<file path="src/verilog/ifp_pkg.sv">
// package: constants, opcodes and carrier types of the fetch/execute pipeline
package ifp_pkg;

  // ------------------------------------------------------------------
  // widths and depths
  // ------------------------------------------------------------------
  localparam int PC_W      = 21;  // program counter, byte address
  localparam int DA_W      = 12;  // data memory address
  localparam int IW        = 16;  // one program word
  localparam int SP_W      = 5;   // return-stack pointer
  localparam int STK_DEPTH = 31;  // return-stack entries 1..31

  // ------------------------------------------------------------------
  // reset values and steps
  // ------------------------------------------------------------------
  localparam logic [PC_W-1:0] PC_RST   = 21'h000000;
  localparam logic [PC_W-1:0] PC_STEP  = 21'h000002;  // one word in bytes
  localparam logic [SP_W-1:0] SP_RST   = 5'h00;       // empty, no entry at 0
  localparam logic [SP_W-1:0] SP_TOP   = 5'h1F;
  localparam logic [SP_W-1:0] SP_ONE   = 5'h01;
  localparam logic [7:0]      BYTE_RST = 8'h00;
  localparam logic [IW-1:0]   WORD_RST = 16'h0000;    // also the plain no-op

  // ------------------------------------------------------------------
  // phase bit positions in the one-hot phase vector
  // ------------------------------------------------------------------
  localparam int PH1 = 0;
  localparam int PH2 = 1;
  localparam int PH3 = 2;
  localparam int PH4 = 3;

  // ------------------------------------------------------------------
  // opcode fields, compared against the top bits of a word
  // ------------------------------------------------------------------
  localparam logic [3:0]  OP_SECOND = 4'hF;      // [15:12] second word tag
  localparam logic [7:0]  OP_GOTO   = 8'hEF;     // [15:8]
  localparam logic [6:0]  OP_CALL   = 7'h76;     // [15:9], bit 8 fast
  localparam logic [9:0]  OP_LDPTR  = 10'h3B8;   // [15:6]
  localparam logic [3:0]  OP_MOVE_FILE_TO_FILE  = 4'hC;      // [15:12]
  localparam logic [4:0]  OP_BRA    = 5'h1A;     // [15:11]
  localparam logic [6:0]  OP_TSTZ   = 7'h33;     // [15:9], bit 8 bank
  localparam logic [5:0]  OP_ADDF   = 6'h09;     // [15:10], d=9 a=8
  localparam logic [14:0] OP_RET    = 15'h0009;  // [15:1], bit 0 fast
  localparam logic [7:0]  OP_RETURN_WITH_LITERAL  = 8'h0C;     // [15:8]
  localparam logic [7:0]  OP_MOVLW  = 8'h0F;     // [15:8]
  localparam logic [14:0] OP_TBLRD  = 15'h0004;  // [15:1], bit 0 post-inc

  // ------------------------------------------------------------------
  // data-side addresses
  // ------------------------------------------------------------------
  localparam logic [7:0] PCL_ADDR  = 8'hF9;  // pc_low_byte in the access bank
  localparam logic [7:0] ACC_SPLIT = 8'h60;  // access bank low/high split
  localparam logic [3:0] BANK_LO   = 4'h0;
  localparam logic [3:0] BANK_HI   = 4'hF;

  // ------------------------------------------------------------------
  // types
  // ------------------------------------------------------------------
  typedef enum logic [1:0] {
    IFP_Q1 = 2'b00,
    IFP_Q2 = 2'b01,
    IFP_Q3 = 2'b10,
    IFP_Q4 = 2'b11
  } ifp_phase_e;

  // program memory or table read request
  typedef struct packed {
    logic            rd;
    logic [PC_W-1:0] addr;
  } ifp_pm_req_s;

  // data memory request
  typedef struct packed {
    logic            rd;
    logic            wr;
    logic [DA_W-1:0] addr;
    logic [7:0]      wdata;
  } ifp_dm_req_s;

  // fast shadow set
  typedef struct packed {
    logic [7:0] status;
    logic [7:0] acc;
    logic [3:0] bank;
  } ifp_fast_s;

  // pointer literal load
  typedef struct packed {
    logic            ld;
    logic [1:0]      sel;
    logic [DA_W-1:0] val;
  } ifp_ptr_ld_s;

endpackage

</file>
<file path="src/verilog/ifp_phase_gen.sv">
// module: divide-by-four quadrature phase generator
`timescale 1ns/10ps
module ifp_phase_gen
  import ifp_pkg::*;
(
  // clock and reset
  input  wire logic       clk,
  input  wire logic       srst,
  // one-hot phase, bit 0 is phase_one
  output logic      [3:0] ph_ff
);

  ifp_phase_e st_ff;   // current quarter
  ifp_phase_e nxt_st;  // next quarter

  // quarters follow in a fixed ring
  always_comb
  begin
    unique case (st_ff)
      IFP_Q1: nxt_st = IFP_Q2;
      IFP_Q2: nxt_st = IFP_Q3;
      IFP_Q3: nxt_st = IFP_Q4;
      IFP_Q4: nxt_st = IFP_Q1;
    endcase
  end

  // reset parks in the last quarter so the first cycle out is phase_one
  always_ff @(posedge clk)
  begin
    if (srst)
    begin
      st_ff <= IFP_Q4;
      ph_ff <= 4'h0;
    end
    else
    begin
      st_ff <= nxt_st;
      ph_ff <= 4'h1 << nxt_st;
    end
  end

endmodule // ifp_phase_gen

</file>
<file path="src/verilog/ifp_core.sv">
// module: two-stage instruction fetch and execute sequencer
`timescale 1ns/10ps
module ifp_core
  import ifp_pkg::*;
(
  // clock and reset
  input  wire logic            clk,
  input  wire logic            srst,
  // program memory fetch
  output ifp_pm_req_s          pm_req_ff,
  input  wire logic [IW-1:0]   pm_rdata,
  // data memory
  output ifp_dm_req_s          dm_req_ff,
  input  wire logic [7:0]      dm_rdata,
  // table access
  output ifp_pm_req_s          tbl_req_ff,
  input  wire logic [7:0]      tbl_rdata,
  input  wire logic            tbp_ld,
  input  wire logic [PC_W-1:0] tbp_wdata,
  output logic      [7:0]      table_data_latch_ff,
  // core registers owned elsewhere, and the accumulator kept here
  input  wire logic [7:0]      status_in,
  input  wire logic [3:0]      bank_select_value,
  output logic      [7:0]      accumulator_reg_ff,
  output ifp_fast_s            fast_ff,
  output logic                 fast_rst_ff,
  output ifp_ptr_ld_s          ptr_ld_ff,
  // phases
  output logic      [3:0]      ph_ff
);

  // ------------------------------------------------------------------
  // state
  // ------------------------------------------------------------------
  logic [PC_W-1:0] pc_ff;                 // next fetch address
  logic [IW-1:0]   ir_ff;                 // instruction_holding_reg
  logic            ir_vld_ff;             // holding reg has a live word
  logic            pair_ff;               // holding reg is a consumed 2nd word
  logic [IW-1:0]   first_ff;              // first word of the running pair
  logic [7:0]      opnd_ff;               // operand read in phase two
  logic [PC_W-1:0] tbp_ff;                // table_byte_pointer
  logic [SP_W-1:0] sp_ff;                 // return-stack pointer
  logic [PC_W-1:0] stack_mem [1:STK_DEPTH];
  ifp_fast_s       shadow_ff;             // one-deep fast shadows

  // ------------------------------------------------------------------
  // phase divider
  // ------------------------------------------------------------------
  // quadrature phase divider
  ifp_phase_gen u_phase (
    .clk   (clk),
    .srst  (srst),
    .ph_ff (ph_ff)
  );

  // ------------------------------------------------------------------
  // decode
  // ------------------------------------------------------------------
  logic            exe;       // a first or single word is executing
  logic            is_goto, is_call, is_ldptr, is_move_file_to_file, is_bra;
  logic            is_tst, is_pcl, is_ret, is_return_with_literal, is_movlw, is_tblrd;
  logic            is_two;    // first word of a pair
  logic [7:0]      ir_lit;    // 8-bit literal field
  logic [PC_W-1:0] pc_back;   // address after the executing word
  logic [PC_W-1:0] bra_off;   // sign-extended word offset in bytes
  logic [PC_W-1:0] abs_tgt;   // absolute target from both words
  logic [7:0]      pcl_sum;   // computed-jump low byte
  logic [DA_W-1:0] f_addr;    // banked or access-mapped file address

  // a bubble or a consumed second word does nothing here
  assign exe      = ir_vld_ff & ~pair_ff;
  assign ir_lit   = ir_ff[7:0];
  assign is_goto  = ir_ff[15:8] == OP_GOTO;
  assign is_call  = ir_ff[15:9] == OP_CALL;
  assign is_ldptr = ir_ff[15:6] == OP_LDPTR;
  assign is_move_file_to_file = ir_ff[15:12] == OP_MOVE_FILE_TO_FILE;
  assign is_bra   = ir_ff[15:11] == OP_BRA;
  assign is_tst   = ir_ff[15:9] == OP_TSTZ;
  assign is_ret   = ir_ff[15:1] == OP_RET;
  assign is_return_with_literal = ir_ff[15:8] == OP_RETURN_WITH_LITERAL;
  assign is_movlw = ir_ff[15:8] == OP_MOVLW;
  assign is_tblrd = ir_ff[15:1] == OP_TBLRD;
  // only the destination form aimed at pc_low_byte is a computed jump
  assign is_pcl   = (ir_ff[15:10] == OP_ADDF) & ir_ff[9] & ~ir_ff[8]
                  & (ir_lit == PCL_ADDR);
  assign is_two   = is_goto | is_call | is_move_file_to_file | is_ldptr;

  // pc already stepped twice since this word was fetched
  assign pc_back  = pc_ff - PC_STEP;
  // offset counts words, shifted to bytes
  assign bra_off  = {{9{ir_ff[10]}}, ir_ff[10:0], 1'b0};
  // second word gives its low twelve bits
  assign abs_tgt  = {pm_rdata[11:0], ir_lit, 1'b0};
  // accumulator added to pc low byte
  assign pcl_sum  = pc_back[7:0] + accumulator_reg_ff;
  // access bit clear maps addresses below 60 to bank 0, 60 and up to bank 15
  assign f_addr   = ir_ff[8] ? {bank_select_value, ir_lit}
                  : {(ir_lit < ACC_SPLIT) ? BANK_LO : BANK_HI, ir_lit};

  // ------------------------------------------------------------------
  // flow change, decided in phase four
  // ------------------------------------------------------------------
  logic            jump_w;    // load pc with target
  logic            flush_w;   // discard the word fetched this cycle
  logic            push_w;    // call pushes return address
  logic            pop_w;     // return pops
  logic [PC_W-1:0] target_w;  // new fetch address

  always_comb
  begin
    jump_w   = 1'b0;
    flush_w  = 1'b0;
    push_w   = 1'b0;
    pop_w    = 1'b0;
    target_w = pc_ff;
    if (exe && ph_ff[PH4])
    begin
      if (is_goto || is_call)
      begin
        // second word is on the bus now, so no flush: it enters as consumed
        jump_w   = 1'b1;
        push_w   = is_call;
        target_w = abs_tgt;
      end
      else if (is_bra)
      begin
        jump_w   = 1'b1;
        flush_w  = 1'b1;
        target_w = pc_back + bra_off;
      end
      else if (is_pcl)
      begin
        // odd offsets are not honoured, lsb is forced clear
        jump_w   = 1'b1;
        flush_w  = 1'b1;
        target_w = {pc_back[PC_W-1:8], pcl_sum[7:1], 1'b0};
      end
      else if (is_ret || is_return_with_literal)
      begin
        // an empty stack returns zero, the reset address
        jump_w   = 1'b1;
        flush_w  = 1'b1;
        pop_w    = 1'b1;
        target_w = (sp_ff == SP_RST) ? PC_RST : stack_mem[sp_ff];
      end
      else if (is_tst && (opnd_ff == BYTE_RST))
      begin
        // skipped word becomes a bubble, never a pair head
        flush_w  = 1'b1;
      end
    end
  end

  // ------------------------------------------------------------------
  // program counter and fetch
  // ------------------------------------------------------------------
  // pc steps at the end of phase one
  // steps by two, targets keep lsb clear
  always_ff @(posedge clk)
  begin
    if (srst)
      pc_ff <= PC_RST;
    else if (ph_ff[PH1])
      pc_ff <= pc_ff + PC_STEP;
    else if (jump_w)
      pc_ff <= target_w;
  end

  // fetch issued in phase one, once every four clocks, while the previous word executes
  always_ff @(posedge clk)
  begin
    if (srst)
      pm_req_ff <= '0;
    else if (ph_ff[PH1])
    begin
      pm_req_ff.rd   <= 1'b1;
      pm_req_ff.addr <= pc_ff;
    end
    else
      pm_req_ff.rd <= 1'b0;
  end

  // ------------------------------------------------------------------
  // holding register and pair tracking
  // ------------------------------------------------------------------
  // word latched at the end of phase four
  // empty after reset, first cycle only fetches
  always_ff @(posedge clk)
  begin
    if (srst)
    begin
      ir_ff     <= WORD_RST;
      ir_vld_ff <= 1'b0;
      pair_ff   <= 1'b0;
      first_ff  <= WORD_RST;
    end
    else if (ph_ff[PH4])
    begin
      ir_ff     <= pm_rdata;
      // a flushed word executes as a bubble
      ir_vld_ff <= ~flush_w;
      // a two-word head marks the next word as its data
      // only a word right after its head is consumed
      pair_ff   <= exe & is_two;
      first_ff  <= ir_ff;
    end
  end

  // ------------------------------------------------------------------
  // data memory side
  // ------------------------------------------------------------------
  // read visible in phase two, write in phase four
  always_ff @(posedge clk)
  begin
    if (srst)
      dm_req_ff <= '0;
    else if (ph_ff[PH1] && exe && (is_move_file_to_file || is_tst))
    begin
      dm_req_ff.rd   <= 1'b1;
      dm_req_ff.addr <= is_move_file_to_file ? ir_ff[DA_W-1:0] : f_addr;
    end
    else if (ph_ff[PH3] && pair_ff && ir_vld_ff
             && (first_ff[15:12] == OP_MOVE_FILE_TO_FILE))
    begin
      // destination comes from the consumed second word
      dm_req_ff.wr    <= 1'b1;
      dm_req_ff.addr  <= ir_ff[DA_W-1:0];
      dm_req_ff.wdata <= opnd_ff;
    end
    else
    begin
      dm_req_ff.rd <= 1'b0;
      dm_req_ff.wr <= 1'b0;
    end
  end

  // operand taken at the end of phase three
  always_ff @(posedge clk)
  begin
    if (srst)
      opnd_ff <= BYTE_RST;
    else if (ph_ff[PH3] && exe && (is_move_file_to_file || is_tst))
      opnd_ff <= dm_rdata;
  end

  // ------------------------------------------------------------------
  // table access
  // ------------------------------------------------------------------
  // one byte per read, pointer to latch
  always_ff @(posedge clk)
  begin
    if (srst)
      tbl_req_ff <= '0;
    else if (ph_ff[PH1] && exe && is_tblrd)
    begin
      tbl_req_ff.rd   <= 1'b1;
      tbl_req_ff.addr <= tbp_ff;
    end
    else
      tbl_req_ff.rd <= 1'b0;
  end

  // latch filled at the end of phase three
  always_ff @(posedge clk)
  begin
    if (srst)
      table_data_latch_ff <= BYTE_RST;
    else if (ph_ff[PH3] && exe && is_tblrd)
      table_data_latch_ff <= tbl_rdata;
  end

  // software load beats the post-increment if both land together
  always_ff @(posedge clk)
  begin
    if (srst)
      tbp_ff <= PC_RST;
    else if (tbp_ld)
      tbp_ff <= tbp_wdata;
    else if (ph_ff[PH3] && exe && is_tblrd && ir_ff[0])
      tbp_ff <= tbp_ff + {{(PC_W-1){1'b0}}, 1'b1};
  end

  // ------------------------------------------------------------------
  // accumulator, shadows, pointer load
  // ------------------------------------------------------------------
  // return with literal loads the accumulator
  // fast return restores the saved accumulator
  always_ff @(posedge clk)
  begin
    if (srst)
      accumulator_reg_ff <= BYTE_RST;
    else if (exe && ph_ff[PH4] && (is_movlw || is_return_with_literal))
      accumulator_reg_ff <= ir_lit;
    else if (exe && ph_ff[PH4] && is_ret && ir_ff[0])
      accumulator_reg_ff <= shadow_ff.acc;
  end

  // fast call saves, fast return drives the restore
  always_ff @(posedge clk)
  begin
    if (srst)
    begin
      shadow_ff   <= '0;
      fast_ff     <= '0;
      fast_rst_ff <= 1'b0;
    end
    else
    begin
      fast_rst_ff <= 1'b0;
      if (push_w && ir_ff[8])
        shadow_ff <= '{status_in, accumulator_reg_ff, bank_select_value};
      if (pop_w && is_ret && ir_ff[0])
      begin
        fast_ff     <= shadow_ff;
        fast_rst_ff <= 1'b1;
      end
    end
  end

  // pointer literal load completes on its consumed second word
  always_ff @(posedge clk)
  begin
    if (srst)
      ptr_ld_ff <= '0;
    else if (ph_ff[PH4] && pair_ff && ir_vld_ff
             && (first_ff[15:6] == OP_LDPTR))
      ptr_ld_ff <= '{1'b1, first_ff[5:4], {first_ff[3:0], ir_lit}};
    else
      ptr_ld_ff.ld <= 1'b0;
  end

  // ------------------------------------------------------------------
  // return stack
  // ------------------------------------------------------------------
  // pointer steps and the new top is written at the same edge
  always_ff @(posedge clk)
  begin
    if (srst)
      sp_ff <= SP_RST;
    else if (push_w && (sp_ff != SP_TOP))
      sp_ff <= sp_ff + SP_ONE;
    else if (pop_w && (sp_ff != SP_RST))
      sp_ff <= sp_ff - SP_ONE;
  end

  // return address is pc after the second call word; full stack drops it
  always_ff @(posedge clk)
  begin
    if (push_w && (sp_ff != SP_TOP))
      stack_mem[sp_ff + SP_ONE] <= pc_ff;
  end
endmodule // ifp_core

</file>
<file path="config.mk">
export PLATFORM = sky130hd
export DESIGN_NAME = ifp_core
export DESIGN_NICKNAME = d
export VERILOG_FILES = /design/src/verilog/ifp_pkg.sv /design/src/verilog/ifp_phase_gen.sv /design/src/verilog/ifp_core.sv
export SDC_FILE = /design/constraint.sdc
export NUM_CORES = 1
export LEC_CHECK = 0
export ABC_AREA = 1
export BUFFER_PORTS_ARGS = -buffer_cell sky130_fd_sc_hd__clkbuf_2
export CAP_MARGIN = 20
export CORE_MARGIN = 10
export CORE_UTILIZATION = 45
export CTS_CLUSTER_DIAMETER = 120
export DETAILED_ROUTE_END_ITERATION = 16
export REMOVE_ABC_BUFFERS = 1
export SYNTH_ARGS = -nofsm -noshare
export SYNTH_HDL_FRONTEND = slang
export SYNTH_SLANG_ARGS = --single-unit
</file>
<file path="constraint.sdc">
create_clock -name clk -period 3.8 [get_ports clk]
set_input_delay 0.76 -clock clk [delete_from_list [all_inputs] [get_ports clk]]
set_output_delay 0.76 -clock clk [all_outputs]
set_load 0.02 [all_outputs]
</file>
# --- Word level (Yosys, flattened, before mapping) ---
# Memory sizes are Yosys's and may differ from the RTL's. A register that Yosys moved wholly into a read port is not among the register bits.
# Index checks and enable logic that the tools add are counted.
classes:
  add_sub_neg: 7
  multipliers: 0
  div_mod_pow: 0
  magnitude_cmp: 1
  eq_ne: 19
  shifts: 1
  n_mux: 48
  bitwise: 12
  n_reduce_logical: 40
op_table:
  columns: ["operator", "count"]
  rows:
  - ["$mux W21", 10]
  - ["$mux W12", 3]
  - ["$mux W1", 26]
  - ["$logic_and A1 B1 Y1", 23]
  - ["$add A21 B1 Y21 const B", 1]
  - ["$add A21 B2 Y21 const B", 1]
  - ["$add A21 B21 Y21", 1]
  - ["$sub A21 B2 Y21 const B", 1]
  - ["$eq A10 B10 Y1 const B", 2]
  - ["$mux W20", 1]
  - ["$mux W5", 4]
  - ["$eq A8 B4 Y1 const B", 2]
  - ["$eq A8 B8 Y1 const B", 2]
  - ["$mux W8", 2]
  - ["$eq A15 B3 Y1 const B", 1]
  - ["$eq A15 B4 Y1 const B", 1]
  - ["$reduce_bool A2 Y1", 6]
  - ["$reduce_bool A5 Y1", 2]
  - ["$add A8 B8 Y8", 1]
  - ["$eq A4 B4 Y1 const B", 2]
  - ["$logic_not A8 Y1", 1]
  - ["$lt A8 B7 Y1 const B", 1]
  - ["$pmux W2 S4", 1]
  - ["$eq A7 B6 Y1 const B", 1]
  - ["19 further kinds", 32]
word_totals:
  ff_bits: 233
  latch_bits: 0
  mem_bits_rw: 651
  rom_bits: 0
  input_bits: 68
  out_inout_bits: 122
  wordCells: 159
  memories: 1
mem_list:
  columns: ["name", "words", "width", "read_ports", "rd_clocked_by_memory_dff", "write_ports", "line_no", "source"]
  rows:
  - ["stack_mem", 31, 21, 1, 1, 1, "ifp_core.sv:43", "logic [PC_W-1:0] stack_mem [1:STK_DEPTH];"]

# --- Logic depth before layout (Yosys ltp) ---
depth:
  depth_word: 13
  depth_mapped: 21
  ltp_nobuf: 21

# --- By module ---
# From an unflattened synthesis, not the netlist that was laid out.
hier_totals:
  hier_cells: 3928
  area_unflattened_um2: 38867.3
modules_own_cells:
  columns: ["module", "instances", "cells_per_inst", "area_each_um2", "seq_area_each_um2"]
  rows:
  - ["ifp_core", 1, 3905, 38658.3, 24193.2]
  - ["ifp_phase_gen", 1, 23, 209.0, 120.1]

# --- Worst setup path before layout ---
# Ideal clock, no wire load.
synth_timing:
  kind: "flip-flop to flip-flop"
  from: "register pc_ff[1]"
  to: "register pc_ff[16]"
  setup_time_ns: 0.070
  arrival_time_ns: 2.896
  required_ns: 3.730
  path_slack_ns: 0.834
  path_stages_with_launch: 19
  n_path_buf: 0
  synth_period_minus_slack_ns: 2.966
  cell_sequence: "dfxtp_1 -> inv_1 -> ha_1 -> nand4_1 -> nor2_2 -> xor2_1 -> ha_1 -> nand2_1 -> nor2_1 -> inv_1 -> nor2_1 -> nand2_1 -> nand3_1 -> nand3_1 -> nand3b_1 -> nand3_1 -> nand2_1 -> nand2_1 -> a21oi_1"
synth_between:
  elab_chain_cells: 7
  word_cells_on_any_way: 9
  classes_between: "add/sub (3); mux (6)"
synth_lines:
  columns: ["element", "line_no", "source"]
  rows:
  - ["start: declaration", "ifp_core.sv:35", "logic [PC_W-1:0] pc_ff;"]
  - ["start signal: assignment", "ifp_core.sv:164", "pc_ff <= pc_ff + PC_STEP;"]
  - ["start signal: assignment", "ifp_core.sv:166", "pc_ff <= target_w;"]
  - ["$sub A21 B2 Y21", "ifp_core.sv:89", "assign pc_back = pc_ff - PC_STEP;"]
  - ["$add A21 B21 Y21 / $mux W21 (equally long branches)", "ifp_core.sv:129, ifp_core.sv:131", null]
  - ["$mux W21", "ifp_core.sv:125", "else if (is_bra)"]
  - ["$mux W21", "ifp_core.sv:118", "if (is_goto || is_call)"]
  - ["$mux W21", "ifp_core.sv:116", "if (exe && ph_ff[PH4])"]
  - ["$mux W21", "ifp_core.sv:165", "else if (jump_w)"]
  - ["$mux W21 (*)", "ifp_core.sv:163", "else if (ph_ff[PH1])"]
# Every way passes the cells marked *; elsewhere a longest branch is shown, timed or not. The select of a mux whose other input is x is not followed.
# A chain may end at the register's enable or synchronous reset.

# --- Final worst setup path ---
# Ends and elaborated chain as after synthesis.

==> impl_results.md <==
- Status: complete, no violations
- IO Port Bufs: 189
- CP bufs+invs: 2
- HPWL Detailed: 71.2 mm
- Predominant post-synthesis flop cell: edfxtp_1
- Hold Fails Final Rpt: 0
- Clock Skews: 0.0193 ns
- Switching Share: 24.4%
- Max cap viols: 0
- Leak pwr: 0.0184 µW
- Global route hottest layer: met2
- Starting density of the core: 45.5%
- Synth unique cells: 51
- DRC violation total after the first TritonRoute iteration: 2533
- Syn_area_per_cell: 9.40 µm²
- Worst-Skew Late Latency: 0.67 ns
- HP Class: in -> reg
- Most used cell, CP: nand2_1
- Power per cell area: 481 nW/µm²
- Area of the mapped netlist: 39600 µm²
- CP max FO: 7
- Cts hold-fix bufs: 0
- Nets: 4488
- Synth warn: 0
- Setup tns final: 0 ns
- Synth-to-Final Area Change: 14.2%
- Total GRT Usage: 22.7%
- Mapped Cells: 4213
- Share of layout cells above drive strength 1: 11.8%
- Total Wirelength: 116 mm
- Flop pwr share: 49.2%
- Top-level port count: 190
- Vias per std cell: 5.36
- First-pass DRT Iterations: 6
- Rel. slew slack: 28.7%
- Die area: 100000 µm²
- Met1 GRT Util: 30.1%
- CTS Buf Count: 97
- Synth Register Bits: 889
- Critical Path Sink Type: register
- Residual DRC count: 0
- Cell family with most CP delay: simple AND/OR/NAND/NOR gates
- WP data required: 4.39 ns
- Pins Over Slew Limit: 0
- Vias in the first global route: 29.1k
- IR drop worst, VDD: 379 µV
- Gr ovfl total: 0
- Worst Setup Start Kind: register
- Chip height: 317 µm
- Core box area: 87000 µm²
- RSZ-0062 raised after global routing: false
- Global-route met3 utilization: 4.40%
- Setup ws final: 0.661 ns
- Initial antenna violation count: 2
- Clock period minus worst slack: 3.14 ns
- Post_cts resized: 0
- H-tree depth: 3
- Gpl congestion: 0.931
- Final Setup Violations: 0
- CTS sink count: 889
- Critical path's slowest cell: ha_1
- Critical path class: reg -> reg
- Global routing usage on met2: 37.1%
- # Post-CTS Setup Buffers: 0
- Die X: 317 µm
- Reg clk slew, reported paths: 0.06 ns
- Post-synth EDFFs: 651
- CP cell instances: inv_1 > ha_1 > nand4_1 > nor2_2 > xor2_1 > ha_1 > nand2_1 > nor2_1 > inv_1 > nor2_1 > nand2_1 > nand3_1 > nand3_1 > nand3b_1 > nand3_1 > nand2_1 > nand2_1 > a21oi_1
- Seq/Total Area, Yosys: 61.4%
- Max Freq: 319 MHz
- Antenna diode count: 0
- Clk buf depth: 3
- Remaining antenna violation count after routing: 0
- Drt wl/cell: 20.6 µm
- Power Internal: 16400 µW
- Worst Path Arrival: 3.73 ns
- Post-placement setup slack: 0.699 ns
- Comb pwr share: 7.9%
- Via count: 30.1k
- CTS Root Cell: clkbuf_16
- Pin count of the biggest net entering global routing: 131
- Rows: 108
- First-pass GRT wire length: 177 mm
- Period utilization: 82.6%
- Crit path largest cell delay: 0.41 ns
- Power share of the clock group: 42.9%
- Psw: 5320 µW
- Hold slack: 0.325 ns
- Slew of the pin with the lowest slew margin: 1.07 ns
- Fraction of registers with async set/reset: 0%
- CTS tree: built
==> cell families (layout without fill, tap and decap cells) <==
group / after synthesis / after routing / share of synthesized area, %
simple gates: 1881 / 1881 / 20.2
flops: 889 / 889 / 61.4
xor+xnor: 35 / 35 / 0.774
fa+ha+maj: 44 / 44 / 1.43
compound gates: 675 / 675 / 9.24
buf+inv: 689 / 933 / 6.92
==> cells in the final DEF, fill, tap and decap left out, drive strengths merged, types with 3 or more instances in the layout <==
cell type / count
o22ai: 5
dfxtp: 238
and2: 4
a31oi: 13
bufinv: 7
nor3: 40
nand2: 882
xor2: 29
a21oi: 208
nand3: 487
o21ai: 350
nor2: 422
buf: 97
a211oi: 19
a21o: 5
or2: 6
nor4: 8
nand3b: 4
clkinvlp: 3
inv: 467
o221ai: 6
o21bai: 6
clkinv: 43
edfxtp: 651
ha: 42
nand4: 26
xnor2: 6
o211ai: 54
clkbuf: 316
==> per-stage QoR <==
stage | power, µW | instances | utilization [%] | instance area (µm²)
final | 21800 | 5612 | 51.9 | 45200
after global routing | 22500 | 5612 | 51.9 | 45200
after CTS | 21900 | 5611 | 51.9 | 45200
after detailed placement | 12600 | 5431 | 48.3 | 42000
after global placement | 12600 | 5431 | 48.3 | 42000
after floorplan | 12000 | 3991 | - | 38600
==> power groups by stage <==
stage	Sequential, µW	Clock (µW)	Combinational (µW)
floorplan	11000	0	927
global placement	10900	0	1710
detailed placement	10900	0	1700
CTS	10700	9480	1710
global route	10700	9880	1920
finish	10700	9330	1720
==> area by class of cell <==
class                           instances  area, µm²
Clock buffer                          127       2620
Tap cell                             1155       1450
Inverter                              467       1770
Fill cell                            7998      41800
Timing Repair Buffer                  286       1880
Multi-Input combinational cell       2635      12600
Sequential cell                       889      24300
Clock inverter                         53        529
==> synth_stat cells, types with 6 or more instances <==
cell	instances	area, µm²
a211oi_1	19	143
inv_2	21	78.8
clkbuf_1	112	420
nor2_2	10	62.6
o221ai_1	6	52.6
o211ai_1	54	405
nor3_1	36	180
dfxtp_1	238	4760
o21ai_1	42	210
o21ai_0	308	1540
inv_1	444	1670
o21bai_1	6	45.0
buf_2	84	420
a21oi_1	208	1040
nand2_1	874	3280
a31oi_1	13	81.3
nand4_1	26	163
buf_1	15	56.3
nor2_1	407	1530
xnor2_1	6	52.6
ha_1	42	526
edfxtp_1	651	19500
buf_4	10	75.1
nor4_1	7	43.8
xor2_1	29	254
or2_2	6	37.5
nand3_1	486	2430
==> routing by layer <==
layer / up-vias / share of wire (%) / wire [µm]
met1: 14400 / 43 / 49800
met2: 960 / 47 / 54300
met3: 214 / 7.0 / 8100
met4: 2 / 3.1 / 3540
li1: 14500 / - / -
met5: - / 0.010 / 12
==> path summary, 6_finish.rpt <==
| kind | start | slack, ns | cells after the start | to |
|---|---|---|---|---|
| worst max-delay path | pc_ff[1] | 0.66 | 18 | pc_ff[16] |
| worst max register to register | pc_ff[1] | 0.66 | 18 | pc_ff[16] |
| worst min register to register | table_data_latch_ff[6] | 0.47 | 2 | table_data_latch_ff[6] |
| worst min-delay path | tbl_rdata[5] | 0.33 | 3 | table_data_latch_ff[5] |
==> worst min-delay path, stage by stage <==
cell	delay, ns
clkbuf_2	0.08
nand2_1	0.05
a21oi_1	0.05
==> sequential cells by signal, summed over array words and instances (netlist names), 15 cells and up, named ones only <==
register,cells
stack_mem,651
dm_req_ff,22
pm_req_ff,22
tbl_req_ff,22
pc_ff,21
tbp_ff,21
fast_ff,20
shadow_ff,20
first_ff,16
ir_ff,16
ptr_ld_ff,15
(Power assumes the default switching activity.)
